File: config.mk
export PLATFORM = sky130hd
export DESIGN_NAME = wake_watchdog_trim_control_bank
export DESIGN_NICKNAME = d
export VERILOG_FILES = /design/src/common/wake_watchdog_trim_pkg.sv /design/src/core/wake_watchdog_trim_control_bank.sv
export SDC_FILE = /design/constraint.sdc
export NUM_CORES = 1
export LEC_CHECK = 0
export ABC_CLOCK_PERIOD_IN_PS = 2360
export BUFFER_PORTS_ARGS = -buffer_cell sky130_fd_sc_hd__buf_2
export CELL_PAD_IN_SITES_DETAIL_PLACEMENT = 0
export CELL_PAD_IN_SITES_GLOBAL_PLACEMENT = 1
export CORE_MARGIN = 8
export CORE_UTILIZATION = 30
export DETAILED_ROUTE_END_ITERATION = 7
export PLACE_DENSITY_LB_ADDON = 0.12
export SETUP_SLACK_MARGIN = 0.5
export SYNTH_ARGS = -nofsm -noshare
export SYNTH_HDL_FRONTEND = slang
export SYNTH_SLANG_ARGS = --single-unit
File: constraint.sdc
create_clock -name clk_in -period 2.36 [get_ports clk_in]
set_clock_uncertainty 0.15 [all_clocks]
set_input_delay 0.472 -clock clk_in [delete_from_list [all_inputs] [get_ports clk_in]]
set_output_delay 0.472 -clock clk_in [all_outputs]
set_load 0.01 [all_outputs]
File: src/common/wake_watchdog_trim_pkg.sv
// package: offsets, field positions, reset values and timing counts for the wake/watchdog/trim bank
package wake_watchdog_trim_pkg;
  // byte addresses of the external register space (16-bit address)
  localparam logic [15:0] WD_STATUS_ADDR = 16'h2002;
  localparam logic [15:0] REF_CTRL_ADDR = 16'h2004;
  localparam logic [15:0] REVISION_ADDR = 16'h2006;
  localparam logic [15:0] RTC_UNLOCK_ADDR = 16'h201F;
  localparam logic [15:0] WAKE_CTRL_ADDR = 16'h20A9;
  localparam logic [15:0] NEAR_FLAG_ADDR = 16'h20B1;
  localparam logic [15:0] FUSE_SEL_ADDR = 16'h20FD;
  localparam logic [15:0] FUSE_DATA_ADDR = 16'h20FF;
  localparam logic [15:0] ERASE_LOCK_ADDR = 16'h00B2;
  localparam logic [15:0] WD_RESTART_ADDR = 16'h00F8;
  localparam logic [15:0] INT_STATUS_ADDR = 16'h2100;
  localparam logic [15:0] INT_MASK_ADDR = 16'h2101;
  localparam logic [15:0] MODE_STATUS_ADDR = 16'h2102;
  // field positions
  localparam int WATCHDOG_OVERFLOW_FLAG_POS = 2;
  localparam int REF_PAD_POS = 7;
  localparam int REF_DIS_POS = 3;
  localparam int ARM_POS = 7;
  localparam int SLEEP_CMD_POS = 6;
  localparam int UNIT_POS = 3;
  localparam int NEAR_POS = 0;
  localparam int BOOT_LOCK_POS = 5;
  localparam int CODE_LOCK_POS = 4;
  localparam int RESTART_POS = 7;
  // reset values
  localparam logic [2:0] PERIOD_RESET = 3'h1;
  localparam logic [3:0] FUSE_SEL_RESET = 4'h0;
  localparam logic [3:0] FUSE_SEL_REF_TRIM = 4'h1;
  localparam logic [7:0] REVISION_CODE = 8'h5A; // value is arbitrary
  // timing
  localparam int CLK_HZ = 125000000;
  localparam int UNIT_SHORT_MS = 2500;
  localparam int UNIT_LONG_MS = 60000;
  localparam longint UNIT_SHORT_CYC = longint'(CLK_HZ) * UNIT_SHORT_MS / 1000;
  localparam longint UNIT_LONG_CYC = longint'(CLK_HZ) * UNIT_LONG_MS / 1000;
  localparam int KIB = 1024;
  localparam int WD_LIMIT_CYC = 125000000;
  localparam int WD_NEAR_CYC = 125000;
  localparam int MEM_LAST_ADDR = 262143;
  // interrupt status bit positions
  localparam int EV_WAKE = 0;
  localparam int EV_NEAR = 1;
  localparam int EV_OVF = 2;
  localparam int EV_REFUSE = 3;
  localparam int EV_NUM = 4;
  typedef enum {RUN_ST, SLEEP_ST} power_state_type;
  typedef struct packed {
    logic req;
    logic [17:0] addr;
  } erase_req_type;
endpackage : wake_watchdog_trim_pkg

File: src/core/wake_watchdog_trim_control_bank.sv
// register bank for trim select, revision, reference, autowake, watchdog flags and erase locks
`timescale 1ns/1ps
// ****************************************************************
// ****************************************************************
module wake_watchdog_trim_control_bank #(
  parameter longint UNIT_SHORT_CYCLES = wake_watchdog_trim_pkg::UNIT_SHORT_CYC,
  parameter longint UNIT_LONG_CYCLES = wake_watchdog_trim_pkg::UNIT_LONG_CYC,
  parameter int WD_LIMIT = wake_watchdog_trim_pkg::WD_LIMIT_CYC,
  parameter int WD_NEAR_MARGIN = wake_watchdog_trim_pkg::WD_NEAR_CYC,
  parameter int MEM_END = wake_watchdog_trim_pkg::MEM_LAST_ADDR
) (
  input wire logic clk_in,
  input wire logic rst_b_in,
  input wire logic nv_rst_b_in,
  input wire logic [15:0] addr_in,
  input wire logic [7:0] wdata_in,
  input wire logic wr_in,
  input wire logic rd_in,
  output logic [7:0] rdata_out,
  input wire logic [7:0] fuse_bytes_in [16],
  input wire logic mains_state_in,
  input wire logic brownout_state_in,
  input wire logic sys_power_in,
  input wire logic button_in,
  input wire logic reset_pin_in,
  input wire logic [7:0] boot_size_in,
  input wire logic [7:0] engine_code_base_in,
  input wire wake_watchdog_trim_pkg::erase_req_type erase_in,
  output logic erase_go_out,
  output logic erase_refused_out,
  output logic ref_enable_out,
  output logic ref_pad_out,
  output logic sleep_out,
  output logic wake_out,
  output logic rtc_unlock_out,
  output logic irq_out
);
  // ****************************************************************
  // pin synchronisers
  // ****************************************************************
  // mains and brownout are synchronised apart and merged only afterwards, so no glitch reaches a flop
  logic [4:0] sync1_ff;
  logic [4:0] sync2_ff;
  always_ff @(posedge clk_in or negedge rst_b_in) begin
    if (!rst_b_in) begin
      sync1_ff <= 5'h00;
      sync2_ff <= 5'h00;
    end else begin
      sync1_ff <= {brownout_state_in, button_in, reset_pin_in, sys_power_in, mains_state_in};
      sync2_ff <= sync1_ff;
    end
  end
  logic power_mode;
  logic power_present;
  logic pin_reset_high;
  logic button_sync;
  assign power_mode = sync2_ff[0] | sync2_ff[4];
  assign power_present = sync2_ff[1];
  assign pin_reset_high = sync2_ff[2];
  assign button_sync = sync2_ff[3];

  function automatic logic hit(input logic [15:0] a, input logic [15:0] target);
    hit = (a == target);
  endfunction : hit

  logic wr_wd;
  logic wr_ref;
  logic wr_wake;
  logic wr_near;
  logic wr_sel;
  logic wr_lock;
  logic wr_restart;
  logic wr_unlock;
  logic wr_ist;
  logic wr_imask;
  assign wr_wd = wr_in && hit(addr_in, wake_watchdog_trim_pkg::WD_STATUS_ADDR);
  assign wr_ref = wr_in && hit(addr_in, wake_watchdog_trim_pkg::REF_CTRL_ADDR);
  assign wr_wake = wr_in && hit(addr_in, wake_watchdog_trim_pkg::WAKE_CTRL_ADDR);
  assign wr_near = wr_in && hit(addr_in, wake_watchdog_trim_pkg::NEAR_FLAG_ADDR);
  assign wr_sel = wr_in && hit(addr_in, wake_watchdog_trim_pkg::FUSE_SEL_ADDR);
  assign wr_lock = wr_in && hit(addr_in, wake_watchdog_trim_pkg::ERASE_LOCK_ADDR);
  assign wr_restart = wr_in && hit(addr_in, wake_watchdog_trim_pkg::WD_RESTART_ADDR);
  assign wr_unlock = wr_in && hit(addr_in, wake_watchdog_trim_pkg::RTC_UNLOCK_ADDR);
  assign wr_ist = wr_in && hit(addr_in, wake_watchdog_trim_pkg::INT_STATUS_ADDR);
  assign wr_imask = wr_in && hit(addr_in, wake_watchdog_trim_pkg::INT_MASK_ADDR);

  // ****************************************************************
  // control fields
  // ****************************************************************
  logic [3:0] fuse_byte_selector_ff;
  logic reference_pad_route_ff;
  logic reference_disable_bit_ff;
  logic [2:0] sleep_period_count_ff;
  logic sleep_period_unit_ff;
  logic boot_region_erase_lock_ff;
  logic code_region_erase_lock_ff;
  always_ff @(posedge clk_in or negedge rst_b_in) begin
    if (!rst_b_in) begin
      fuse_byte_selector_ff <= wake_watchdog_trim_pkg::FUSE_SEL_RESET;
      reference_pad_route_ff <= 1'b0;
      reference_disable_bit_ff <= 1'b0;
      sleep_period_count_ff <= wake_watchdog_trim_pkg::PERIOD_RESET;
      sleep_period_unit_ff <= 1'b0;
      boot_region_erase_lock_ff <= 1'b0;
      code_region_erase_lock_ff <= 1'b0;
    end else begin
      if (wr_sel) begin
        fuse_byte_selector_ff <= wdata_in[3:0];
      end
      if (wr_ref) begin
        reference_pad_route_ff <= wdata_in[wake_watchdog_trim_pkg::REF_PAD_POS];
        reference_disable_bit_ff <= wdata_in[wake_watchdog_trim_pkg::REF_DIS_POS];
      end
      if (wr_wake) begin
        sleep_period_count_ff <= wdata_in[2:0];
        sleep_period_unit_ff <= wdata_in[wake_watchdog_trim_pkg::UNIT_POS];
      end
      if (wr_lock) begin
        boot_region_erase_lock_ff <= wdata_in[wake_watchdog_trim_pkg::BOOT_LOCK_POS];
        code_region_erase_lock_ff <= wdata_in[wake_watchdog_trim_pkg::CODE_LOCK_POS];
      end
    end
  end

  // reference outputs registered so the pad never sees a glitch from the bus decode
  always_ff @(posedge clk_in or negedge rst_b_in) begin
    if (!rst_b_in) begin
      ref_enable_out <= 1'b1;
      ref_pad_out <= 1'b0;
    end else begin
      ref_enable_out <= !reference_disable_bit_ff;
      ref_pad_out <= reference_pad_route_ff && !reference_disable_bit_ff;
    end
  end

  // ****************************************************************
  // autowake timer and sleep state
  // ****************************************************************
  logic armed_ff;
  logic [2:0] units_left_ff;
  logic unit_sel_ff;
  logic [39:0] cyc_left_ff;
  logic timeout;
  wake_watchdog_trim_pkg::power_state_type state_ff;
  logic [39:0] unit_len;
  assign unit_len = unit_sel_ff ? UNIT_LONG_CYCLES[39:0] : UNIT_SHORT_CYCLES[39:0];
  assign timeout = armed_ff && (units_left_ff == 3'h0);
  logic arm_wr;
  assign arm_wr = wr_wake && wdata_in[wake_watchdog_trim_pkg::ARM_POS];
  logic wake_event;
  // a zero count expires at once, so an arm with count zero is spent before any sleep can follow
  // limitation: a wake source still high keeps waking, so a later sleep command falls straight through
  assign wake_event = (state_ff == wake_watchdog_trim_pkg::SLEEP_ST) &&
                      (timeout || button_sync || power_present || pin_reset_high);

  always_ff @(posedge clk_in or negedge rst_b_in) begin
    if (!rst_b_in) begin
      armed_ff <= 1'b0;
      units_left_ff <= 3'h0;
      unit_sel_ff <= 1'b0;
      cyc_left_ff <= 40'h0;
    end else if (power_mode) begin
      armed_ff <= 1'b0;
      units_left_ff <= 3'h0;
      cyc_left_ff <= 40'h0;
    end else if (arm_wr) begin
      armed_ff <= 1'b1;
      units_left_ff <= wdata_in[2:0];
      unit_sel_ff <= wdata_in[wake_watchdog_trim_pkg::UNIT_POS];
      cyc_left_ff <= 40'h0;
    end else if (timeout) begin
      armed_ff <= 1'b0;
    end else if (armed_ff) begin
      if (cyc_left_ff >= unit_len - 40'h1) begin
        cyc_left_ff <= 40'h0;
        units_left_ff <= units_left_ff - 3'h1;
      end else begin
        cyc_left_ff <= cyc_left_ff + 40'h1;
      end
    end
  end

  always_ff @(posedge clk_in or negedge rst_b_in) begin
    if (!rst_b_in) begin
      state_ff <= wake_watchdog_trim_pkg::RUN_ST;
    end else begin
      case (state_ff)
        wake_watchdog_trim_pkg::RUN_ST: begin
          if (wr_wake && wdata_in[wake_watchdog_trim_pkg::SLEEP_CMD_POS] && !power_present) begin
            state_ff <= wake_watchdog_trim_pkg::SLEEP_ST;
          end
        end
        wake_watchdog_trim_pkg::SLEEP_ST: begin
          if (wake_event) begin
            state_ff <= wake_watchdog_trim_pkg::RUN_ST;
          end
        end
        default: state_ff <= wake_watchdog_trim_pkg::RUN_ST;
      endcase
    end
  end
  assign sleep_out = (state_ff == wake_watchdog_trim_pkg::SLEEP_ST);

  always_ff @(posedge clk_in or negedge rst_b_in) begin
    if (!rst_b_in) begin
      wake_out <= 1'b0;
    end else begin
      wake_out <= wake_event;
    end
  end

  // ****************************************************************
  // watchdog
  // ****************************************************************
  logic [31:0] wd_cnt_ff;
  logic wd_overflow;
  logic wd_near;
  logic wd_restart;
  logic near_flag_ff;
  logic ovf_flag_ff;
  // restart only on a whole-byte write with the top bit set; other writes to the byte do nothing
  assign wd_restart = wr_restart && wdata_in[wake_watchdog_trim_pkg::RESTART_POS];
  assign wd_overflow = (wd_cnt_ff == WD_LIMIT[31:0]);
  assign wd_near = (wd_cnt_ff == WD_LIMIT[31:0] - WD_NEAR_MARGIN[31:0]);
  always_ff @(posedge clk_in or negedge rst_b_in) begin
    if (!rst_b_in) begin
      wd_cnt_ff <= 32'h0;
    end else if (wd_restart || wd_overflow) begin
      wd_cnt_ff <= 32'h0;
    end else begin
      wd_cnt_ff <= wd_cnt_ff + 32'h1;
    end
  end

  // set wins over a wake or a write of zero landing in the same cycle
  always_ff @(posedge clk_in or negedge rst_b_in) begin
    if (!rst_b_in) begin
      near_flag_ff <= 1'b0;
    end else if (wd_near) begin
      near_flag_ff <= 1'b1;
    end else if (wake_event || (wr_near && !wdata_in[wake_watchdog_trim_pkg::NEAR_POS])) begin
      near_flag_ff <= 1'b0;
    end
  end

  // overflow flag lives on the nonvolatile reset, not the chip reset
  always_ff @(posedge clk_in or negedge nv_rst_b_in) begin
    if (!nv_rst_b_in) begin
      ovf_flag_ff <= 1'b0;
    end else if (wd_overflow) begin
      ovf_flag_ff <= 1'b1;
    end else if (pin_reset_high || (wr_wd && !wdata_in[wake_watchdog_trim_pkg::WATCHDOG_OVERFLOW_FLAG_POS])) begin
      ovf_flag_ff <= 1'b0;
    end
  end

  // ****************************************************************
  // flash erase protection
  // ****************************************************************
  // the boot region stops just below its limit; the code region runs up to the last address
  logic [17:0] boot_top;
  logic [17:0] code_base;
  logic refuse;
  assign boot_top = 18'({boot_size_in, 10'h0});
  assign code_base = 18'({engine_code_base_in, 10'h0});
  assign refuse = (boot_region_erase_lock_ff && erase_in.addr < boot_top) ||
                  (code_region_erase_lock_ff && erase_in.addr >= code_base &&
                   erase_in.addr <= MEM_END[17:0]);
  always_ff @(posedge clk_in or negedge rst_b_in) begin
    if (!rst_b_in) begin
      erase_go_out <= 1'b0;
      erase_refused_out <= 1'b0;
    end else begin
      erase_go_out <= erase_in.req && !refuse;
      erase_refused_out <= erase_in.req && refuse;
    end
  end

  // clock unlock strobe, one cycle per byte write
  always_ff @(posedge clk_in or negedge rst_b_in) begin
    if (!rst_b_in) begin
      rtc_unlock_out <= 1'b0;
    end else begin
      rtc_unlock_out <= wr_unlock;
    end
  end

  // ****************************************************************
  // interrupts
  // ****************************************************************
  logic [wake_watchdog_trim_pkg::EV_NUM-1:0] ist_ff;
  logic [wake_watchdog_trim_pkg::EV_NUM-1:0] imask_ff;
  logic [wake_watchdog_trim_pkg::EV_NUM-1:0] ev;
  always_comb begin
    ev = '0;
    ev[wake_watchdog_trim_pkg::EV_WAKE] = wake_event;
    ev[wake_watchdog_trim_pkg::EV_NEAR] = wd_near;
    ev[wake_watchdog_trim_pkg::EV_OVF] = wd_overflow;
    ev[wake_watchdog_trim_pkg::EV_REFUSE] = erase_in.req && refuse;
  end
  // set wins over a write-one clear in the same cycle
  always_ff @(posedge clk_in or negedge rst_b_in) begin
    if (!rst_b_in) begin
      ist_ff <= '0;
      imask_ff <= '0;
    end else begin
      ist_ff <= (ist_ff & ~(wr_ist ? wdata_in[wake_watchdog_trim_pkg::EV_NUM-1:0] : '0)) | ev;
      if (wr_imask) begin
        imask_ff <= wdata_in[wake_watchdog_trim_pkg::EV_NUM-1:0];
      end
    end
  end
  assign irq_out = |(ist_ff & imask_ff);

  // ****************************************************************
  // read port
  // ****************************************************************
  // unmapped and write-only addresses read as zero
  logic [7:0] nxt_rdata;
  always_comb begin
    nxt_rdata = 8'h00;
    case (addr_in)
      wake_watchdog_trim_pkg::WD_STATUS_ADDR: nxt_rdata[wake_watchdog_trim_pkg::WATCHDOG_OVERFLOW_FLAG_POS] = ovf_flag_ff;
      wake_watchdog_trim_pkg::REF_CTRL_ADDR: begin
        nxt_rdata[wake_watchdog_trim_pkg::REF_PAD_POS] = reference_pad_route_ff;
        nxt_rdata[wake_watchdog_trim_pkg::REF_DIS_POS] = reference_disable_bit_ff;
      end
      wake_watchdog_trim_pkg::REVISION_ADDR: nxt_rdata = wake_watchdog_trim_pkg::REVISION_CODE;
      wake_watchdog_trim_pkg::WAKE_CTRL_ADDR: begin
        nxt_rdata[2:0] = sleep_period_count_ff;
        nxt_rdata[wake_watchdog_trim_pkg::UNIT_POS] = sleep_period_unit_ff;
      end
      wake_watchdog_trim_pkg::NEAR_FLAG_ADDR: nxt_rdata[wake_watchdog_trim_pkg::NEAR_POS] = near_flag_ff;
      wake_watchdog_trim_pkg::FUSE_SEL_ADDR: nxt_rdata[3:0] = fuse_byte_selector_ff;
      wake_watchdog_trim_pkg::FUSE_DATA_ADDR: nxt_rdata = fuse_bytes_in[fuse_byte_selector_ff];
      wake_watchdog_trim_pkg::ERASE_LOCK_ADDR: begin
        nxt_rdata[wake_watchdog_trim_pkg::BOOT_LOCK_POS] = boot_region_erase_lock_ff;
        nxt_rdata[wake_watchdog_trim_pkg::CODE_LOCK_POS] = code_region_erase_lock_ff;
      end
      wake_watchdog_trim_pkg::INT_STATUS_ADDR: nxt_rdata[wake_watchdog_trim_pkg::EV_NUM-1:0] = ist_ff;
      wake_watchdog_trim_pkg::INT_MASK_ADDR: nxt_rdata[wake_watchdog_trim_pkg::EV_NUM-1:0] = imask_ff;
      wake_watchdog_trim_pkg::MODE_STATUS_ADDR: nxt_rdata = {5'h0, sleep_out, armed_ff, power_present};
      default: nxt_rdata = 8'h00;
    endcase
  end
  always_ff @(posedge clk_in or negedge rst_b_in) begin
    if (!rst_b_in) begin
      rdata_out <= 8'h00;
    end else if (rd_in) begin
      rdata_out <= nxt_rdata;
    end else begin
      rdata_out <= 8'h00;
    end
  end
endmodule : wake_watchdog_trim_control_bank

==> impl_metrics.ini <==
[outcome]
outcome = complete, but fails checks
violations = setup timing

[synthesis]
synth-main-ff-cell = dfrtp_1
ys_types = 80
synth_seq_area_share_pct = 37.4
synthArstFlopShare_pct = 100
syn_area_per_cell_um2 = 10.3
synth_seq_cells = 124
synth-edff-count = 0
synth_cells = 807
ys_warn_count = 0
synth_area_um2 = 8310
synth_fp_nets = 1041

[floorplan]
rows = 61
die_x_um = 182
die_h_um = 182
start_util_pct = 30.2
coreArea_um2 = 27600
io_pins = 213
die_area_um2 = 33300

[route]
firstDrtPassIters = 5
routed_wl_mm = 30.1
vias_per_cell = 5.04
ant_nets = 0
via_count = 7853
drc = 0
wl_per_cell_um = 19.3
drt_iter0_markers = 422

[timing]
fin_ws_ns = -0.242
max_freq_mhz = 384
period_share_pct = 110
fin_crit_ns = 2.60
rsz0062_at_grt = true
setup_viol = 43
finalHoldViolations = 0
tightest_slew_ns = 0.571
slew_headroom_pct = 61.9
final_max_slew_viol_count = 0

[cells_and_area]
final_nets = 1399
area_delta_synth_final_pct = 51.6
final_area_um2 = 12600
instances_no_fill = 1557
drive_above_1_share_pct = 51.4

[critical_path]
path_class = flip-flop to flip-flop
crit_path_start_kind = flip-flop
cp_max_fo = 6
critPathLaunch = unit_sel_ff$_DFFE_PN0P_
rr_startpoint = unit_sel_ff$_DFFE_PN0P_
cp.arrival_ns = 2.76
end_kind = flip-flop
critPathRequiredTime_ns = 2.52
reg2reg_depth = 9

[power_and_ir_drop]
power.switching_mw = 1.41
clkPwrFrac_pct = 48.5
p_leak_nw = 5.63
intPower_mw = 4.07
peakVddDrop_mv = 0.434
p_sw_share_pct = 25.7
power_density_nw_per_um2 = 435
p_seq_share_pct = 39.8
p_comb_share_pct = 11.7
power_mw = 5.48

[clocking]
clock_sinks = 124
cts-buffers-inserted = 17
clkLatencyLatePin_ns = 0.43
clockBufferDepth = 2
clkTransAtPathRegs_ns = 0.06
cts_tree = yes
clock-root-buffer = clkbuf_16
h-tree-depth = 4

[run]
cap_violations = 0

[min_path]
hold_depth = 3
min_path_type = input pin to flip-flop
holdCritStartpoint = erase_in[18]

[grt]
grt_pass1_wl_mm = 47.4
grt_usage_pct = 18.3
grt_start_max_net_pins = 55
antenna_found_initial = 1
gr-total-overflow = 0
first_global_vias = 8115

[placement]
dpl_cell_area_um2 = 10800
portBuffers = 212
gp_congestion = 0.816
dp_cells = 1483
dp_hpwl_mm = 22.8
## what timing repair did
action / 4_1_cts / 5_1_grt
hold buffers: 7 / 0
setup buffers: 23 / 4
resized for setup: 126 / 44
pin swaps: 55 / 11
setup endpoints to repair: 104 / 106
endpoints found under the hold margin: 52 / 0
gates cloned: 5 / 2
## layout by cell type (no fill, tap or decap), types with 11 or more instances in the layout
master,instances
nand2_1,59
buf_12,11
nor3_1,31
ha_1,24
nor2_1,44
nor2_4,30
a221o_1,11
buf_6,17
nand3_1,30
mux4_2,40
xnor2_1,22
dfrtp_1,120
nor4_1,12
and3_1,22
buf_2,210
clkbuf_16,17
mux2_4,13
buf_4,118
o21ai_0,11
nand4_1,25
xor2_1,12
inv_1,34
## kinds of logic after synthesis
family / Yosys count / synth area share, %
flops: 124 / 37.4
buf+inv: 70 / 4.21
mux: 62 / 13.7
fa+ha+maj: 37 / 5.57
simple gates: 351 / 23.6
xor+xnor: 34 / 3.58
compound gates: 129 / 11.9
## routing by layer
layer | track usage (%) | part of all wire (%)
met1 | 25.0 | 47
met2 | 29.8 | 49
met3 | 2.72 | 2.9
met4 | 4.82 | 1.1
met5 | 0 | 0
## registers in the layout, summed over array words and instances, names as in the netlist, 3 cells and up
register	cells
cyc_left_ff	40
ist_ff	4
sync2_ff	5
fuse_byte_selector_ff	4
rdata_out	8
wd_cnt_ff	32
sync1_ff	5
units_left_ff	3
imask_ff	4
sleep_period_count_ff	3
## worst paths after layout
path / end / slack [ns]
worst max-delay path: units_left_ff[0]$_DFFE_PN0P_ / -0.24
worst min register to register: sync2_ff[2]$_DFF_PN0_ / 0.20
max in group asynchronous: wd_cnt_ff[16]$_DFF_PN0_ / 0.95
worst min-delay path: erase_go_out$_DFF_PN0_ / 0.12
min in group asynchronous: ovf_flag_ff$_DFFE_PN0P_ / 0.19
worst max register to register: units_left_ff[0]$_DFFE_PN0P_ / -0.24
## layout make-up
class / count / area, um^2
repair buffers: 372 / 2600
well taps: 378 / 473
clock inverters: 13 / 143
flip-flops and latches: 124 / 3110
multi-input cells: 613 / 5680
fillers: 2658 / 15000
clock buffers: 19 / 443
diodes: 1 / 2.50
inverters: 37 / 151
## cells in the mapped netlist (all sizes together), types with 3 or more instances
master   instances  area share, %
dfrtp          122             37
nor2            77            4.1
nand2           73            3.3
mux4            40             11
nor3            39            2.7
ha              37            5.6
inv             37            1.7
nand3           36            2.3
buf             27            2.3
nand4           25            1.9
and3            24            1.8
nor4            22            2.1
xnor2           22            2.3
a21oi           18            1.1
o21ai           18            1.1
mux2            17            2.3
a31oi           14            1.1
xor2            12            1.3
a221o           11            1.3
and2            10           0.75
nor2b           10           0.75
a22o             8           0.84
o21a             8           0.72
o31ai            7           0.63
clkbuf           6           0.27
and4             5           0.56
mux2i            5           0.60
nand2b           5           0.38
nand3b           5           0.60
o211ai           5           0.45
or3              5           0.44
a211oi           4           0.57
a21o             4           0.36
a22oi            4           0.36
o2bb2ai          4           0.42
a221oi           3           0.39
a222oi           3           0.36
nor4b            3           0.65
or4              3           0.27
## per-stage QoR
stage	util (%)	setup WS, ns	TNS (ns)	hold WS, ns
2_1_floorplan	-	0.0183	0	0.0264
3_3_place_gp	39.2	-0.236	-11.17	0.105
3_5_place_dp	39.2	-0.299	-12.88	0.106
4_1_cts	44.8	-0.218	-6.75	0.0963
5_1_grt	45.7	-0.332	-12.05	0.110
6_report	45.7	-0.242	-7.66	0.117
## worst max-delay path, stage by stage, from the launching register on
cell      delay (ns)
dfrtp_2         0.46
buf_12          0.15
ha_4            0.25
and4bb_2        0.27
nand2_2         0.06
or2_4           0.25
o21bai_4        0.31
o21ai_1         0.10
buf_4           0.18
a221o_1         0.31
## power by group through the flow
stage / clock network (mW) / logic [mW] / registers (mW)
after global routing: 2.81 / 0.708 / 2.18
after global placement: 0 / 0.583 / 2.22
after CTS: 2.73 / 0.640 / 2.18
after floorplan: 0 / 0.234 / 2.21
after detailed placement: 0 / 0.587 / 2.22
final: 2.66 / 0.643 / 2.18
(Power assumes the default switching activity.)
